[src/logic/rfs_pkg.sv]
// Package for the regulator fault supervisor: constants, states, carriers
// How it works
// - Power-good low in shutdown and soft-start; high after good soft-start in window
// - Power-good low on UV, OV, OC on either output, or disable
// - After OV or OC latch-off power-good stays low until POR and soft-start
// - OV start: low-side on for all gates and ext phases, pg low, latch
// - Keep low-side on until differential output below 400mV; repeat on recurrence
// - After OV ends stay latched off until POR toggles
// - Supply below POR threshold during run re-arms pre-reset OV protection
// - Output below reference minus 300mV pulls power-good low only
// - Power-good returns after output rises above reference minus 250mV
// - Open sense line shuts down; auto soft-start when it clears
// - OC sequence when averaged current exceeds nominal level; both outputs alike
// - During soft-start OC level raised 1.4x to 140uA; restored after
// - Core OC: all gates low, ext phases tristate, pg low, wait 12ms
// - After OC wait, retry soft-start only if still enabled
// - Seven attempts total, then disable both regulators and latch off
// - Completed soft-start clears retry counter; nominal-only fault hiccups
// - NB OC disables only NB drivers; after 7 failures both latch off
// - Core channel over 140uA: high-side low, low-side high, no shutdown
// - High-side blocked until that channel current falls below the limit
// - Soft-start completes when reference ramp reaches final target
package rfs_pkg;
  // ----------------------------------------------------------------
  // Counts and timing
  // ----------------------------------------------------------------
  localparam int unsigned CLK_MHZ = 200;
  localparam int unsigned OC_WAIT_MS = 12;
  localparam int unsigned OC_WAIT_CYC = OC_WAIT_MS * 1000 * CLK_MHZ;
  localparam logic [2:0] RETRY_MAX = 3'h7;
  localparam int unsigned NUM_CH = 4;
  localparam logic [2:0] RETRY_RST = 3'h0;

  // ----------------------------------------------------------------
  // Regulator sequencing states
  // ----------------------------------------------------------------
  typedef enum logic [2:0] {
    ST_OFF = 3'b000,
    ST_SOFT = 3'b001,
    ST_RUN = 3'b010,
    ST_OCWAIT = 3'b011,
    ST_LATCH = 3'b100
  } rfs_state_t;

  // Analog comparator results for one output
  typedef struct packed {
    logic under_trip;     // Below reference minus 300mV
    logic under_recover;  // Above reference minus 250mV
    logic over_trip;      // overvoltage_trip comparator
    logic diff_low;       // differential_output_voltage below 400mV
    logic oc_nominal;     // Average current above 100uA
    logic oc_boosted;     // Average current above 140uA
  } rfs_sense_t;

  // Gate commands for one switching channel
  typedef struct packed {
    logic high_side_gate;
    logic low_side_gate;
  } rfs_gate_t;
endpackage

[src/logic/rfs_supervisor.sv]
// Fault supervisor and protection sequencer for the dual regulator
`timescale 1ns/1ps
module rfs_supervisor #(
  parameter int unsigned OC_WAIT = rfs_pkg::OC_WAIT_CYC
) (
  input wire logic sys_clk,
  input wire logic reset,
  input wire logic clk_en,
  input wire logic enable_in,
  input wire logic por_ok,
  input wire logic nb_active,
  input wire logic [1:0] ext_phase_active,
  input wire rfs_pkg::rfs_sense_t core_sense,
  input wire rfs_pkg::rfs_sense_t nb_sense,
  input wire logic sense_open,
  input wire logic ramp_done,
  input wire logic [rfs_pkg::NUM_CH-1:0] channel_current_limit,
  input wire rfs_pkg::rfs_gate_t [rfs_pkg::NUM_CH-1:0] core_pwm_in,
  input wire rfs_pkg::rfs_gate_t nb_pwm_in,
  output logic power_good_out,
  output logic power_good_oe,
  output rfs_pkg::rfs_gate_t [1:0] core_gate,
  output rfs_pkg::rfs_gate_t nb_gate,
  output logic [1:0] ext_phase_drive,
  output logic [1:0] ext_phase_oe,
  output logic soft_start_run,
  output logic oc_level_boost,
  output logic pre_por_ovp_on
);
  import rfs_pkg::*;

  // ----------------------------------------------------------------
  // State record
  // ----------------------------------------------------------------
  typedef struct packed {
    rfs_state_t st;
    logic [31:0] wait_cnt;
    logic [2:0] retries;
    logic ov_latched;
    logic ov_clamp;
    logic oc_nb_only;
    logic uv_low;
    logic [NUM_CH-1:0] hs_block;
    logic pg;
    rfs_gate_t [1:0] cg;
    rfs_gate_t ng;
    logic [1:0] ep;
    logic [1:0] epoe;
    logic ss;
    logic boost;
    logic prepor;
  } rfs_reg_t;

  rfs_reg_t r_q;
  rfs_reg_t r_d;

  // Gate pair held by a cycle limit or passed from modulator
  function automatic rfs_gate_t limit_gate(input rfs_gate_t g,
                                           input logic blk);
    rfs_gate_t o;
    o = g;
    if (blk) begin
      o.high_side_gate = 1'b0;
      o.low_side_gate = 1'b1;
    end
    return o;
  endfunction

  // ----------------------------------------------------------------
  // Next state
  // ----------------------------------------------------------------
  logic ov_any;
  logic oc_core;
  logic oc_nb;
  logic uv_any;
  logic uv_clear;
  logic ok_to_run;
  rfs_gate_t [1:0] ext_lim;

  always_comb begin
    // External phases carry only the high-side command, limit applied first
    for (int i = 0; i < 2; i++) begin
      ext_lim[i] = limit_gate(core_pwm_in[i+2],
                              channel_current_limit[i+2]);
    end
    ov_any = core_sense.over_trip | (nb_active & nb_sense.over_trip);
    // Boosted level in soft-start only
    oc_core = (r_q.st == ST_SOFT) ? core_sense.oc_boosted
                                  : core_sense.oc_nominal;
    oc_nb = nb_active & ((r_q.st == ST_SOFT) ? nb_sense.oc_boosted
                                             : nb_sense.oc_nominal);
    uv_any = core_sense.under_trip | (nb_active & nb_sense.under_trip);
    uv_clear = core_sense.under_recover &
               (~nb_active | nb_sense.under_recover);
    ok_to_run = enable_in & por_ok & ~sense_open;
    r_d = r_q;
    r_d.prepor = ~por_ok;

    // Cycle limit: block high side until the channel current falls
    r_d.hs_block = channel_current_limit;

    // Undervoltage only flags power-good, hysteresis 300/250mV
    if (uv_any) begin
      r_d.uv_low = 1'b1;
    end else if (uv_clear) begin
      r_d.uv_low = 1'b0;
    end

    unique case (r_q.st)
      ST_OFF: begin
        if (ok_to_run) begin
          r_d.st = ST_SOFT;
        end
      end
      ST_SOFT, ST_RUN: begin
        if (!ok_to_run) begin
          r_d.st = ST_OFF;
        end else if (oc_core || oc_nb) begin
          r_d.st = ST_OCWAIT;
          r_d.oc_nb_only = oc_nb & ~oc_core;
          r_d.wait_cnt = 32'h0000_0000;
          r_d.retries = r_q.retries + 3'h1;
        end else if (r_q.st == ST_SOFT && ramp_done) begin
          r_d.st = ST_RUN;
          r_d.retries = RETRY_RST;
        end
      end
      ST_OCWAIT: begin
        r_d.wait_cnt = r_q.wait_cnt + 32'h0000_0001;
        if (r_q.wait_cnt >= OC_WAIT - 1) begin
          if (r_q.retries >= RETRY_MAX) begin
            r_d.st = ST_LATCH;
          end else if (ok_to_run) begin
            r_d.st = ST_SOFT;
          end else begin
            r_d.st = ST_OFF;
          end
        end
      end
      ST_LATCH: begin
      end
      default: r_d.st = ST_LATCH;
    endcase

    // Overvoltage latches off; only reset (POR) clears it
    if (ov_any && r_q.st != ST_OFF) begin
      r_d.ov_latched = 1'b1;
    end
    if (ov_any) begin
      r_d.ov_clamp = r_q.ov_latched | (r_q.st != ST_OFF);
    end else if (core_sense.diff_low) begin
      r_d.ov_clamp = 1'b0;
    end
    if (r_d.ov_latched) begin
      r_d.st = ST_LATCH;
    end

    // Soft-start status and OC level boost
    r_d.ss = (r_d.st == ST_SOFT);
    r_d.boost = (r_d.st == ST_SOFT);

    // Power-good: only in run, no UV, no faults
    r_d.pg = (r_d.st == ST_RUN) & ~r_d.uv_low & ~uv_any & ~ov_any &
             ~oc_core & ~oc_nb & ok_to_run;

    // Gate outputs by state
    r_d.epoe = 2'b00;
    r_d.ep = 2'b00;
    for (int i = 0; i < 2; i++) begin
      r_d.cg[i] = '0;
    end
    r_d.ng = '0;
    if (r_d.ov_clamp) begin
      // Crowbar: every low side on, ext phases driven low
      for (int i = 0; i < 2; i++) begin
        r_d.cg[i] = 2'b01;
      end
      r_d.ng = 2'b01;
      r_d.epoe = ext_phase_active;
    end else if (r_d.st == ST_SOFT || r_d.st == ST_RUN) begin
      for (int i = 0; i < 2; i++) begin
        r_d.cg[i] = limit_gate(core_pwm_in[i], r_d.hs_block[i]);
      end
      for (int i = 0; i < 2; i++) begin
        r_d.ep[i] = ext_lim[i].high_side_gate;
      end
      r_d.epoe = ext_phase_active;
      r_d.ng = nb_active ? nb_pwm_in : 2'b00;
    end else if (r_d.st == ST_OCWAIT && r_d.oc_nb_only) begin
      // NB trip: core keeps switching
      for (int i = 0; i < 2; i++) begin
        r_d.cg[i] = limit_gate(core_pwm_in[i], r_d.hs_block[i]);
        r_d.ep[i] = ext_lim[i].high_side_gate;
      end
      r_d.epoe = ext_phase_active;
    end
    // Core OC wait and latch: all gates low, ext tristate (defaults)
  end

  // ----------------------------------------------------------------
  // State register; reset is the power-on reset
  // ----------------------------------------------------------------
  always_ff @(posedge sys_clk) begin
    if (reset) begin
      r_q <= '0;
      r_q.prepor <= 1'b1;
    end else if (clk_en) begin
      r_q <= r_d;
    end
  end

  // ----------------------------------------------------------------
  // Outputs straight from flops; open drain pulls low when pg clear
  // ----------------------------------------------------------------
  assign power_good_out = 1'b0;
  assign power_good_oe = ~r_q.pg;
  assign core_gate = r_q.cg;
  assign nb_gate = r_q.ng;
  assign ext_phase_drive = r_q.ep;
  assign ext_phase_oe = r_q.epoe;
  assign soft_start_run = r_q.ss;
  assign oc_level_boost = r_q.boost;
  assign pre_por_ovp_on = r_q.prepor;

  // ----------------------------------------------------------------
  // Checks
  // ----------------------------------------------------------------
  pg_off_soft_a: assert property (@(posedge sys_clk) disable iff (reset)
    r_q.st == ST_SOFT |-> power_good_oe)
    else $error("power good released during soft-start");
  pg_ov_low_a: assert property (@(posedge sys_clk) disable iff (reset)
    clk_en && core_sense.over_trip && r_q.st == ST_RUN |=> power_good_oe)
    else $error("power good high after overvoltage");
  latch_hold_a: assert property (@(posedge sys_clk) disable iff (reset)
    r_q.st == ST_LATCH |=> r_q.st == ST_LATCH && power_good_oe)
    else $error("latched off state left");
  ov_clamp_a: assert property (@(posedge sys_clk) disable iff (reset)
    r_q.ov_clamp |-> core_gate[0] == 2'b01 && core_gate[1] == 2'b01)
    else $error("crowbar gates wrong");
  oc_wait_a: assert property (@(posedge sys_clk) disable iff (reset)
    r_q.st == ST_OCWAIT && !r_q.oc_nb_only |->
    core_gate == '0 && ext_phase_oe == 2'b00)
    else $error("core trip gates not off");
  retry_clr_a: assert property (@(posedge sys_clk) disable iff (reset)
    clk_en && r_q.st == ST_SOFT && r_d.st == ST_RUN |=>
    r_q.retries == 3'h0)
    else $error("retry counter not cleared");
  boost_ss_a: assert property (@(posedge sys_clk) disable iff (reset)
    oc_level_boost == soft_start_run)
    else $error("oc boost not tied to soft-start");
  retry_cap_a: assert property (@(posedge sys_clk) disable iff (reset)
    r_q.st == ST_SOFT |-> r_q.retries < RETRY_MAX)
    else $error("retry beyond seven attempts");
  hs_block_a: assert property (@(posedge sys_clk) disable iff (reset)
    r_q.hs_block[0] && !r_q.ov_clamp && r_q.st == ST_RUN |->
    core_gate[0] == 2'b01)
    else $error("channel limit not applied");
endmodule

[config.mk]
export PLATFORM = sky130hd
export DESIGN_NAME = rfs_supervisor
export DESIGN_NICKNAME = d
export VERILOG_FILES = /design/src/logic/rfs_pkg.sv /design/src/logic/rfs_supervisor.sv
export SDC_FILE = /design/constraint.sdc
export NUM_CORES = 1
export LEC_CHECK = 0
export BUFFER_PORTS_ARGS = -buffer_cell sky130_fd_sc_hd__buf_2
export CORE_AREA = 2 2 81 83
export CTS_CLUSTER_DIAMETER = 100
export DETAILED_ROUTE_END_ITERATION = 7
export DIE_AREA = 0 0 83 85
export GPL_TIMING_DRIVEN = 0
export HOLD_SLACK_MARGIN = 0.06
export PLACE_DENSITY_LB_ADDON = 0.25
export SLEW_MARGIN = 40
export SYNTH_ARGS = -nofsm -noshare
export SYNTH_HDL_FRONTEND = slang
export SYNTH_SLANG_ARGS = --single-unit
[constraint.sdc]
create_clock -name sys_clk -period 4.18 [get_ports sys_clk]
set_clock_uncertainty 0.15 [all_clocks]
set_input_delay 0.209 -clock sys_clk [delete_from_list [all_inputs] [get_ports sys_clk]]
set_output_delay 0.209 -clock sys_clk [all_outputs]
set_load 0.005 [all_outputs]
Yosys cells after proc, flatten, opt, wreduce, memory -nomap -nowiden
Index checks and enable logic that the tools add are counted.

Bits of input ports: 36. Bits in registers: 55. Word-level logic and storage cells: 106. Output and inout bits: 15.

Magnitude comparators: 2. Reductions and logical operators: 12. Bitwise operators: 26. Eq/ne operators: 9. $add $sub $neg: 2. Multiplexer cells: 37.

Operator list (number): $pmux 32 s2 (1); $mux 35 (1); $add 32x1->32 const B (1); $ge 32x22->1 const B (1); $mux 32 (1); $mux 3 (9); $mux 2 (8); $mux 4 (4); $and 1x1->1 (13); $eq 3x2->1 const B (4); $pmux 3 s4 (1); $mux 1 (11); $not 1->1 (9); $reduce_and 4->1 (2); $eq 3x1->1 const B (2); $mux 6 (1); $ne 2x2->1 const B (2); $or 1x1->1 (4); $reduce_bool 2->1 (2); $add 3x1->3 const B (1); $eq 3x3->1 const B (1); $ge 3x3->1 const B (1); $logic_and 1x1->1 (3); $logic_not 3->1 (1); 3 further kinds (4).

Logic depth before layout (Yosys ltp)
Gate-level depths: netlist of the first run.

Depth after elaboration: 15. Depth in mapped cells: 10. Gate-level depth less buffers: 9.

Worst setup path before layout of the first run
OpenSTA, ideal clock, no wires.

Path type: reg-to-reg. Start point: register r_q[58] (netlist bit). End point: register r_q[41] (netlist bit). Buffers on the path: 3. Clock period less this slack: 2.664 ns. Library setup time: 0.115 ns. Stages on the path, launching flop included: 11. Data arrival time: 2.399 ns. Slack: 1.516 ns. Cells stage by stage: dfxtp_1 -> buf_2 -> or3b_4 -> mux2_4 -> a211o_4 -> a21oi_2 -> and2b_1 -> or2_2 -> buf_2 -> buf_4 -> nor2_1.

Longest elaborated chain between the ends: 6. Elaborated cells between the ends (all ways): 13. Those cells by class: eq/ne: 5; mux: 3; bitwise: 1; reduce/logical: 4.

Ends and longest elaborated chain: from (decl) (RTL line rfs_supervisor.sv:54) `rfs_reg_t r_q;`; from (signal assigned) (RTL line rfs_supervisor.sv:208) `r_q <= r_d;`; $eq 3x1->1 (RTL line rfs_supervisor.sv:88, rfs_supervisor.sv:90, rfs_supervisor.sv:109); $mux 1 (RTL line rfs_supervisor.sv:90) `oc_nb = nb_active & ((r_q.st == ST_SOFT) ? nb_sense.oc_boosted`; $and 1x1->1 (RTL line rfs_supervisor.sv:90); $logic_or 1x1->1 (RTL line rfs_supervisor.sv:118) `end else if (oc_core || oc_nb) begin`; $ne 2x2->1 (no line); $reduce_and 4->1 (no line).

Parallel ways exist; a longest one is shown, timed or not. A chain may end at the register's enable or synchronous reset.

Worst setup path after layout of the first run
Start point: register r_q[58] (netlist bit). End point: register r_q[53] (netlist bit).

The elaborated chain is that of the path after synthesis.

==> results of run 1 <==
sequential cells by signal (all words and copies together) (netlist names):
| signal | count |
|---|---|
| ext_phase_drive | 2 |
| nb_gate | 2 |
| r_q | 43 |
| core_gate | 4 |
| pre_por_ovp_on | 1 |
| ext_phase_oe | 2 |
| oc_level_boost | 1 |
metal layers:
metal,global-route usage [%],vias to the layer above,share of wire [%],wire [um]
met4,6.56,0,1.4,99
li1,-,1403,-,-
met1,23.7,1263,45,3100
met3,3.79,10,4.0,271
met2,35.8,67,49,3370
met5,0,-,0,0
final cells by class:
cell class              instances  area (um^2)
fillers                       588         2630
plain buffers                  29          183
clock inverters                 2         60.1
inverters                       9         33.8
multi-input cells             272         1690
clock buffers                   6         72.6
well taps                      77         96.3
repair buffers                 57          345
flip-flops and latches         55         1100
worst reg2reg max path, stage by stage (launching register included):
cell and delay (ns):
dfxtp_1 0.31, buf_2 0.17, or3b_4 0.42, mux2_4 0.35, a211o_4 0.39, a211oi_2 0.69
and4_1 0.30, xnor2_1 0.12, nor2_1 0.05
logic make-up (layout without fill, tap and decap cells):
family                   count (synthesis)  in the layout  share of synthesized area, %
adder cells (fa/ha/maj)                  3              3                          1.25
XOR/XNOR                                30             30                          8.78
multiplexers                             6              6                          2.17
buffers and inverters                   38            103                          7.23
AO/OA/AOI/OAI                           60             60                          14.1
AND/OR/NAND/NOR                        172            172                          29.6
other                                    1              1                         0.125
flip-flops                              55             55                          36.8
how the worst max path moves through the flow:
stage	start	end	slack (ns)	depth (start not counted)
2_1_floorplan	r_q[58]	r_q[41]	1.52	10
3_3_place_gp	r_q[58]	r_q[53]	1.15	8
3_5_place_dp	r_q[58]	r_q[53]	1.15	8
4_1_cts	r_q[59]	core_gate[1]	1.10	8
5_1_grt	r_q[58]	r_q[43]	1.04	8
6_report	r_q[58]	r_q[53]	1.14	8
report_power, final:
| group | internal [W] | switching [W] | total (W) |
|---|---|---|---|
| registers | 0.000530 | 0.00000297 | 0.000533 |
| logic | 0.0000456 | 0.0000478 | 0.0000935 |
| clock network | 0.000240 | 0.000173 | 0.000413 |
| total | 0.000815 | 0.000224 | 0.00104 |
stage by stage:
step | worst slack [ns] | total power (W) | utilization [%]
floorplan | 1.52 | 0.000597 | -
global placement | 1.15 | 0.000629 | 53.4
detailed placement | 1.15 | 0.000630 | 53.4
CTS | 1.10 | 0.00105 | 57.5
global route | 1.04 | 0.00108 | 57.7
finish | 1.14 | 0.00104 | 57.7
cells in the mapped netlist, types with 2 or more instances:
library cell,instances
dfxtp_1,55
nor2_1,54
nand2_1,24
nand3_1,20
xor2_1,18
buf_4,17
a21oi_1,15
o21ai_0,15
nand4_1,14
nor3_1,13
xnor2_1,12
inv_1,9
nand2b_1,9
clkbuf_1,7
and3_1,6
nand3b_1,6
and4_1,5
mux2i_1,5
nor4_1,5
a31oi_1,4
ha_1,3
or2_2,3
or3_1,3
a22oi_1,2
a31o_2,2
buf_1,2
buf_2,2
nor3b_1,2
o21bai_1,2
o31ai_1,2
==> parameters.txt, run 1 <==
Parameter                              Value

Drt
  Via total after detailed routing ... 2,743
  DRC errors left ... 0
  Number of violations reported at the end of detailed-routing iteration 0 ... 55
  Routed wirelength normalized by instance count ... 13.5 um
  Total wire length ... 6840 um
  Antenna violation net count after detailed routing ... 0
  DRT Pass-1 Iters ... 4
  DR vias/cell ... 5.41

Cells and area
  Design area ... 0.00358 mm^2
  Final non-filler cell total ... 507
  Synth-to-layout area growth ... 19.6%
  Commonest cells after routing, fill and taps aside ... 55 x dfxtp_1, 54 x nor2_1, 47 x buf_2
  Leading cell type in the layout, fill and taps excluded ... dfxtp_1
  Inserted Diodes ... 0
  Number of nets in the final layout ... 468
  Fraction of final layout cells sized beyond drive strength 1 ... 20.0%

Setup path
  Critical path's slowest cell ... a211oi_2
  Setup slack of the most critical reg-to-reg path ... 1.14 ns
  Crit end category ... flop
  Critical-path cell list ... buf_2 > or3b_4 > mux2_4 > a211o_4 > a211oi_2 > and4_1 > xnor2_1 > nor2_1
  Crit path max-delay family ... compound AO/OA/AOI/OAI gates
  Number of buffer and inverter stages on the critical path ... 1
  Classification of the worst setup path ... flop to flop
  Data required, critical path ... 4.24 ns
  Crit-path max cell delay ... 0.69 ns
  Crit Reg-Reg Endpoint ... r_q[53]
  Signal arrival time at the worst endpoint ... 3.10 ns
  Crit start category ... flop
  Max Fanout on Critical Path ... 10
  Worst Reg-to-Reg Cells ... 8
  Startpoint of the most critical register-to-register path ... r_q[58]

Logic synthesis
  Yosys Warn Count ... 0
  Syn nets ... 404
  Top-area cell type share of the netlist area ... 36.8%
  Mapped cell area ... 0.00299 mm^2
  Number of synthesized register bits ... 55
  Share of synthesized area occupied by flip-flops and latches ... 36.8%
  Average cell area after synthesis ... 8.20 um^2
  Largest cells by area after synthesis ... dfxtp_1 37%, nor2_1 6.8%, xor2_1 5.3%
  FFs w/ async S/R, synth ... 0%
  Primary FF master, synth ... dfxtp_1
  Number of different library cells in the post-synthesis netlist ... 59
  Cell type contributing the most total cell area after synthesis ... dfxtp_1
  Synthesized netlist cell count ... 365
  Number of flops mapped to enable cells by yosys ... 0

STA
  Transition at the pin with the smallest max-transition slack ... 0.766 ns
  Period utilisation layout ... 72.6%
  RSZ-0062 raised after global routing ... no
  Setup TNS ... 0 ns
  Number of failing setup endpoints in the final timing report ... 0
  Highest clock frequency the design can meet ... 329 MHz
  Final hold violation count ... 0
  Number of pins with negative max-slew slack in the final report ... 0
  Minimum clock period after layout ... 3.04 ns
  Tightest hold margin ... 0.0927 ns
  Worst relative slew slack ... 48.9%

Clock tree
  Maximum buffer depth of the clock tree ... 2
  Resize count post-CTS ... 0
  Clock tree from TritonCTS ... done
  Post-CTS Setup Inserts ... 0
  Clock latency reported for the late side of the worst-skew pair ... 0.31 ns
  Number of hold buffers added after CTS ... 12
  Clk sink count ... 55
  H-tree levels ... 2
  Post-CTS clock slew at the launch and capture registers of the worst setup and hold paths ... 0.10 ns
  CTS buffer count ... 5
  Clk root buf ... clkbuf_8

Placement
  Detailed placer's ending HPWL ... 4860 um
  Cell count after placement ... 487
  Area after detailed placement ... 0.00331 mm^2
  Placer's final routability congestion estimate ... 0.799
  Count of input and output buffers ... 45

Floorplanning
  Count of standard-cell rows ... 29
  Core Region ... 0.00620 mm^2
  Die boundary height ... 85 um
  Die Outline Area ... 0.00706 mm^2
  Starting density of the core ... 48.2%
  IO Pins ... 51
  Die X-Extent ... 83 um

Hold path
  Hold Startpoint ... nb_pwm_in[1]
  Type of the most critical hold path ... input port to flop
  Worst hold path stage count ... 3
  Endpoint, Worst Hold ... nb_gate[1]

Global routing
  Number of global-route vias before repair ... 2,608
  Number of antenna violations at the first check in global routing ... 0
  Largest net degree at the start of global routing ... 17
  GRT overflow ... 0
  GRT Resource Usage Total ... 19.8%
  First-pass GRT wire length ... 11,700 um

Power
  Pwr/cell area ... 290 mW/mm^2
  Maximum VDD drop ... 0.241 mV
  Static leakage ... 1.39 nW

Flow run
  Max capacitance violation total ... 0

Status
  Run status ... complete, no violations
No activity file was read; power rests on OpenSTA's default activity.
==> run 2, diff against run 1 <==
==> constraint.sdc (replaced) <==
create_clock -name sys_clk -period 3.2 [get_ports sys_clk]
set_clock_uncertainty 0.15 [all_clocks]
set_input_delay 0.16 -clock sys_clk [delete_from_list [all_inputs] [get_ports sys_clk]]
set_output_delay 0.16 -clock sys_clk [all_outputs]
set_load 0.005 [all_outputs]
==> parameters.txt, run 2 (synthesis results as in run 1) <==
Parameter                              Value

Hold path
  Hold Startpoint ... nb_sense[5]
  Worst hold path stage count ... 3 (unchanged)
  Type of the most critical hold path ... input port to flop
  Endpoint, Worst Hold ... r_q[18]

Cells and area
  Final non-filler cell total ... 508 (+0.20%)
  Layout fillers ... 584 (-0.68%)
  FF+latch area ... 0.00110 mm^2 (unchanged)
  Leading cell type in the layout, fill and taps excluded ... dfxtp_1
  Synth-to-layout area growth ... 19.9%
  Utilization of the core after routing ... 57.9% (+0.16 points)
  Fraction of final layout cells sized beyond drive strength 1 ... 20.0% (-0.046 points)
  Multi-input gate area ... 0.00169 mm^2 (unchanged)
  Commonest cells after routing, fill and taps aside ... 55 x dfxtp_1, 54 x nor2_1, 47 x buf_2
  Number of nets in the final layout ... 469 (+0.21%)
  Inserted Diodes ... 0 (unchanged)
  Top register by number of flip-flops ... r_q
  Flip-flop count of the largest register after layout ... 43 (unchanged)

STA
  Minimum clock period after layout ... 3.03 ns (-0.00483 ns)
  Transition at the pin with the smallest max-transition slack ... 0.760 ns (-0.00542 ns)
  Worst relative slew slack ... 49.2% (+0.36 points)
  Setup TNS ... 0 ns (unchanged)
  Highest clock frequency the design can meet ... 330 MHz (+0.16%)
  Number of pins with negative max-slew slack in the final report ... 0 (unchanged)
  Final hold violation count ... 0 (unchanged)
  Number of failing setup endpoints in the final timing report ... 0 (unchanged)
  Smallest setup slack after layout ... 0.169 ns (-0.975 ns)
  Period utilisation layout ... 94.7% (+22 points)
  RSZ-0062 raised after global routing ... no

Clock tree
  Clock latency reported for the late side of the worst-skew pair ... 0.31 ns (about the same)
  Clk sink count ... 55 (unchanged)
  Clock tree from TritonCTS ... done
  CTS buffer count ... 5 (unchanged)
  Post-CTS clock slew at the launch and capture registers of the worst setup and hold paths ... 0.10 ns (about the same)
  Maximum buffer depth of the clock tree ... 2 (unchanged)
  Resize count post-CTS ... 0 (unchanged)
  Post-CTS Setup Inserts ... 0 (unchanged)
  H-tree levels ... 2 (unchanged)
  Clk root buf ... clkbuf_8
  Number of hold buffers added after CTS ... 13 (+1)

Floorplanning
  Count of standard-cell rows ... 29 (unchanged)
  Core Region ... 0.00620 mm^2 (unchanged)
  Die boundary height ... 85 um (unchanged)
  Die Outline Area ... 0.00706 mm^2 (unchanged)
  Starting density of the core ... 48.2% (unchanged)
  Die X-Extent ... 83 um (unchanged)
  IO Pins ... 51 (unchanged)

Setup path
  Signal arrival time at the worst endpoint ... 3.09 ns (about the same)
  Data required, critical path ... 3.26 ns (-0.98 ns)
  Setup slack of the most critical reg-to-reg path ... 0.17 ns (-0.98 ns)
  Critical-path cell list ... buf_2 > or3b_4 > mux2_4 > a211o_4 > a211oi_2 > and4_1 > xnor2_1 > nor2_1
  Crit-path max cell delay ... 0.68 ns (about the same)
  Critical path's slowest cell ... a211oi_2
  Classification of the worst setup path ... flop to flop
  Worst Reg-to-Reg Cells ... 8 (unchanged)
  Crit end category ... flop
  Crit Reg-Reg Endpoint ... r_q[53]
  Crit start category ... flop
  Number of cells on the critical path ... 8 (unchanged)
  Max Fanout on Critical Path ... 10 (unchanged)
  Startpoint of the most critical register-to-register path ... r_q[58]
  Number of buffer and inverter stages on the critical path ... 1 (unchanged)
  Crit path max-delay family ... compound AO/OA/AOI/OAI gates

Placement
  Place WS ... 0.172 ns (-0.980 ns)
  Placer's final routability congestion estimate ... 0.799 (unchanged)
  Detailed placer's ending HPWL ... 4860 um (unchanged)
  Count of input and output buffers ... 45 (unchanged)
  Cell count after placement ... 487 (unchanged)

Drt
  Total wire length ... 6850 um (+0.13%)
  DRT Pass-1 Iters ... 4 (unchanged)
  Via total after detailed routing ... 2,726 (-0.62%)
  Routed wirelength normalized by instance count ... 13.5 um (about the same)
  DRC errors left ... 0 (unchanged)
  Number of violations reported at the end of detailed-routing iteration 0 ... 54 (-1.8%)
  Antenna violation net count after detailed routing ... 0 (unchanged)
  DR vias/cell ... 5.37 (-0.82%)

Global routing
  Number of global-route vias before repair ... 2,611 (+0.12%)
  GRT Resource Usage Total ... 19.9% (+0.041 points)
  First-pass GRT wire length ... 11,700 um (+0.17%)
  Largest net degree at the start of global routing ... 17 (unchanged)
  Number of antenna violations at the first check in global routing ... 0 (unchanged)
  GRT overflow ... 0 (unchanged)

Status
  Run status ... complete, no violations

Flow run
  Max capacitance violation total ... 0 (unchanged)

Power
  Maximum VDD drop ... 0.316 mV (+31%)
  Pwr/cell area ... 378 mW/mm^2 (+30%)
  Static leakage ... 1.39 nW (+0.30%)
run 2: cell types whose count changed in the layout (fill, tap and decap cells not counted):
cell / delta
dlygate4sd3_1: +1
run 2: final cells by class:
type / count / area share (%)
multi-input combinational: 272 / 47.0
clock inverter: 2 / 1.67
clock buffer: 6 / 2.02
inverter: 9 / 0.941
buffer: 29 / 5.09
tap: 77 / 2.68
timing repair buffer: 58 / 9.90
sequential: 55 / 30.7
run 2: worst max path at each step:
stage              endpoint    start  slack [ns]
6_report            r_q[53]  r_q[58]        0.17
5_1_grt             r_q[43]  r_q[58]        0.06
4_1_cts        core_gate[1]  r_q[59]        0.12
3_5_place_dp        r_q[53]  r_q[58]        0.17
3_3_place_gp        r_q[53]  r_q[58]        0.17
2_1_floorplan       r_q[41]  r_q[58]        0.54
run 2: worst reg2reg max path: cells and delay by family (launching register included):
family,cells,cell delay (ns)
simple gates,3,0.77
compound gates,2,1.07
xor+xnor,1,0.12
buf+inv,1,0.17
flops,1,0.31
mux,1,0.35
run 2: power by group:
part	leakage [nW]	internal, W	switching, W	total, W
registers	0.444	0.000692	0.00000385	0.000696
logic	0.883	0.0000604	0.0000624	0.000123
clock network	0.0654	0.000313	0.000226	0.000539
total	1.39	0.00107	0.000293	0.00136
run 2: through the flow:
stage / instance area, um^2 / power (W) / hold WS [ns]
finish: 3590 / 0.00136 / 0.0644
detailed placement: 3310 / 0.000823 / 0.244
global placement: 3310 / 0.000821 / 0.244
global route: 3590 / 0.00141 / 0.0734
floorplan: 2990 / 0.000780 / 0.155
CTS: 3580 / 0.00137 / 0.0670
run 2: per-layer routing:
metal	part of all wire (%)	track usage [%]
met1	46	23.9
met2	49	35.9
met3	3.7	3.70
met4	1.4	6.56
met5	0	0
==> run 3, diff against run 2 <==
--- a/config.mk
+++ b/config.mk
@@ -13,6 +13,7 @@
 export GPL_TIMING_DRIVEN = 0
 export HOLD_SLACK_MARGIN = 0.06
 export PLACE_DENSITY_LB_ADDON = 0.25
+export REMOVE_ABC_BUFFERS = 1
 export SLEW_MARGIN = 40
 export SYNTH_ARGS = -nofsm -noshare
 export SYNTH_HDL_FRONTEND = slang
==> parameters.txt, run 3 (synthesis results as in run 1) <==
Parameter                              Value

STA
  Highest clock frequency the design can meet ... 338 MHz (+2.4%)
  Period utilisation layout ... 92.5% (-2.2 points)
  Number of failing setup endpoints in the final timing report ... 0 (unchanged)
  Number of pins with negative max-slew slack in the final report ... 0 (unchanged)
  Worst relative slew slack ... 52.5% (+3.3 points)
  Setup TNS ... 0 ns (unchanged)
  Minimum clock period after layout ... 2.96 ns (-0.0710 ns)
  Final hold violation count ... 0 (unchanged)
  RSZ-0062 raised after global routing ... no
  Transition at the pin with the smallest max-transition slack ... 0.706 ns (-0.0545 ns)

Setup path
  Critical-path cell list ... or3b_4 > mux2_4 > a211o_4 > a21oi_2 > and2b_1 > or2_4 > nor2_1
  Crit-path max cell delay ... 0.49 ns (-0.19 ns)
  Max Fanout on Critical Path ... 32 (+22)
  Signal arrival time at the worst endpoint ... 3.00 ns (-0.09 ns)
  Crit start category ... flop
  Crit end category ... flop
  Critical path's slowest cell ... dfxtp_1
  Classification of the worst setup path ... flop to flop
  Data required, critical path ... 3.24 ns (-0.02 ns)

Drt
  Via total after detailed routing ... 2,614 (-4.1%)
  DRT Pass-1 Iters ... 4 (unchanged)
  Total wire length ... 6210 um (-9.3%)
  Antenna violation net count after detailed routing ... 0 (unchanged)
  Routed wirelength normalized by instance count ... 12.9 um (-4.4%)
  DRC errors left ... 0 (unchanged)
  Number of violations reported at the end of detailed-routing iteration 0 ... 89 (+65%)
  DR vias/cell ... 5.42 (+1.1%)

Floorplanning
  IO Pins ... 51 (unchanged)
  Core Region ... 0.00620 mm^2 (unchanged)
  Starting density of the core ... 48.2% (unchanged)
  Count of standard-cell rows ... 29 (unchanged)
  Die boundary height ... 85 um (unchanged)
  Die X-Extent ... 83 um (unchanged)
  Die Outline Area ... 0.00706 mm^2 (unchanged)

Global routing
  GRT Resource Usage Total ... 18.3% (-1.5 points)
  Largest net degree at the start of global routing ... 33 (+16)
  GRT overflow ... 0 (unchanged)
  Number of global-route vias before repair ... 2,431 (-6.9%)
  Number of antenna violations at the first check in global routing ... 0 (unchanged)
  First-pass GRT wire length ... 10,900 um (-6.3%)

Placement
  Detailed placer's ending HPWL ... 4350 um (-11%)
  Cell count after placement ... 459 (-5.7%)
  Placer's final routability congestion estimate ... 0.792 (-0.88%)
  Count of input and output buffers ... 46 (+2.2%)

Clock tree
  Clk root buf ... clkbuf_8
  H-tree levels ... 2 (unchanged)
  Clock latency reported for the late side of the worst-skew pair ... 0.31 ns (about the same)
  Clock tree from TritonCTS ... done
  Clk sink count ... 55 (unchanged)
  Maximum buffer depth of the clock tree ... 2 (unchanged)
  Post-CTS clock slew at the launch and capture registers of the worst setup and hold paths ... 0.11 ns (about the same)
  CTS buffer count ... 5 (unchanged)

Power
  Static leakage ... 1.28 nW (-7.8%)
  Pwr/cell area ... 375 mW/mm^2 (-0.78%)
  Maximum VDD drop ... 0.190 mV (-40%)

Cells and area
  Inserted Diodes ... 0 (unchanged)
  Commonest cells after routing, fill and taps aside ... 55 x dfxtp_1, 54 x nor2_1, 46 x buf_2
  Flip-flop count of the largest register after layout ... 43 (unchanged)
  Top register by number of flip-flops ... r_q
  Leading cell type in the layout, fill and taps excluded ... dfxtp_1
  Final non-filler cell total ... 482 (-5.1%)
  Fraction of final layout cells sized beyond drive strength 1 ... 17.0% (-2.9 points)
  Number of nets in the final layout ... 443 (-5.5%)
  Synth-to-layout area growth ... 14.1%

Hold path
  Type of the most critical hold path ... input port to flop

Status
  Run status ... complete, no violations

Flow run
  Max capacitance violation total ... 0 (unchanged)
## run 3: worst max-delay path: cells and delay by family (launching register included)
family	cells	cell delay, ns
AO/OA/AOI/OAI	2	0.69
flip-flops	1	0.49
multiplexers	1	0.35
AND/OR/NAND/NOR	4	1.14
## run 3: where the power goes
part / switching (W) / internal (W)
Combinational: 0.0000577 / 0.0000501
Clock: 0.000239 / 0.000238
Sequential: 0.00000483 / 0.000692
Total: 0.000302 / 0.000980
## run 3: timing repair
| action | in CTS | in global routing |
|---|---|---|
| endpoints found under the setup margin | 0 | 32 |
| hold endpoints to repair | 9 | 0 |
| hold buffers | 13 | 0 |
| resized for setup | 0 | 2 |
| buffers inserted | 0 | 2 |
## run 3: worst paths after layout
kind | start | cells after the start | slack (ns) | endpoint
worst max-delay path | r_q[57] | 7 | 0.24 | r_q[33]
worst min-delay path | nb_sense[5] | 3 | 0.06 | r_q[18]
worst max register to register | r_q[57] | 7 | 0.24 | r_q[33]
worst min register to register | core_gate[1] | 2 | 0.31 | core_gate[1]
## run 3: per-stage QoR
| stage | setup slack [ns] | cell area [um^2] | utilization (%) | hold slack (ns) | total power (W) |
|---|---|---|---|---|---|
| after floorplan | 0.418 | 2810 | - | 0.0791 | 0.000761 |
| after global placement | 0.0893 | 3140 | 50.6 | 0.245 | 0.000807 |
| after detailed placement | 0.0585 | 3140 | 50.6 | 0.244 | 0.000809 |
| after CTS | 0.0312 | 3380 | 54.5 | 0.0604 | 0.00130 |
| after global routing | 0.0477 | 3410 | 55.0 | 0.104 | 0.00134 |
| final | 0.240 | 3410 | 55.0 | 0.0628 | 0.00128 |
## run 3: area by class of cell
| class | instances | area [um^2] |
|---|---|---|
| Clock buffer | 5 | 68.8 |
| Clock inverter | 3 | 47.5 |
| Fill cell | 597 | 2790 |
| Inverter | 9 | 33.8 |
| Multi-Input combinational cell | 272 | 1690 |
| Sequential cell | 55 | 1100 |
| Tap cell | 77 | 96.3 |
| Timing Repair Buffer | 61 | 375 |
## run 3: layer usage
metal / GRT usage (%) / wire (um) / up-vias
met3: 4.09 / 320 / 4
met4: 3.87 / 40 / 0
met5: 0 / 0 / -
li1: - / - / 1355
met2: 30.8 / 2820 / 71
met1: 24.4 / 3030 / 1184
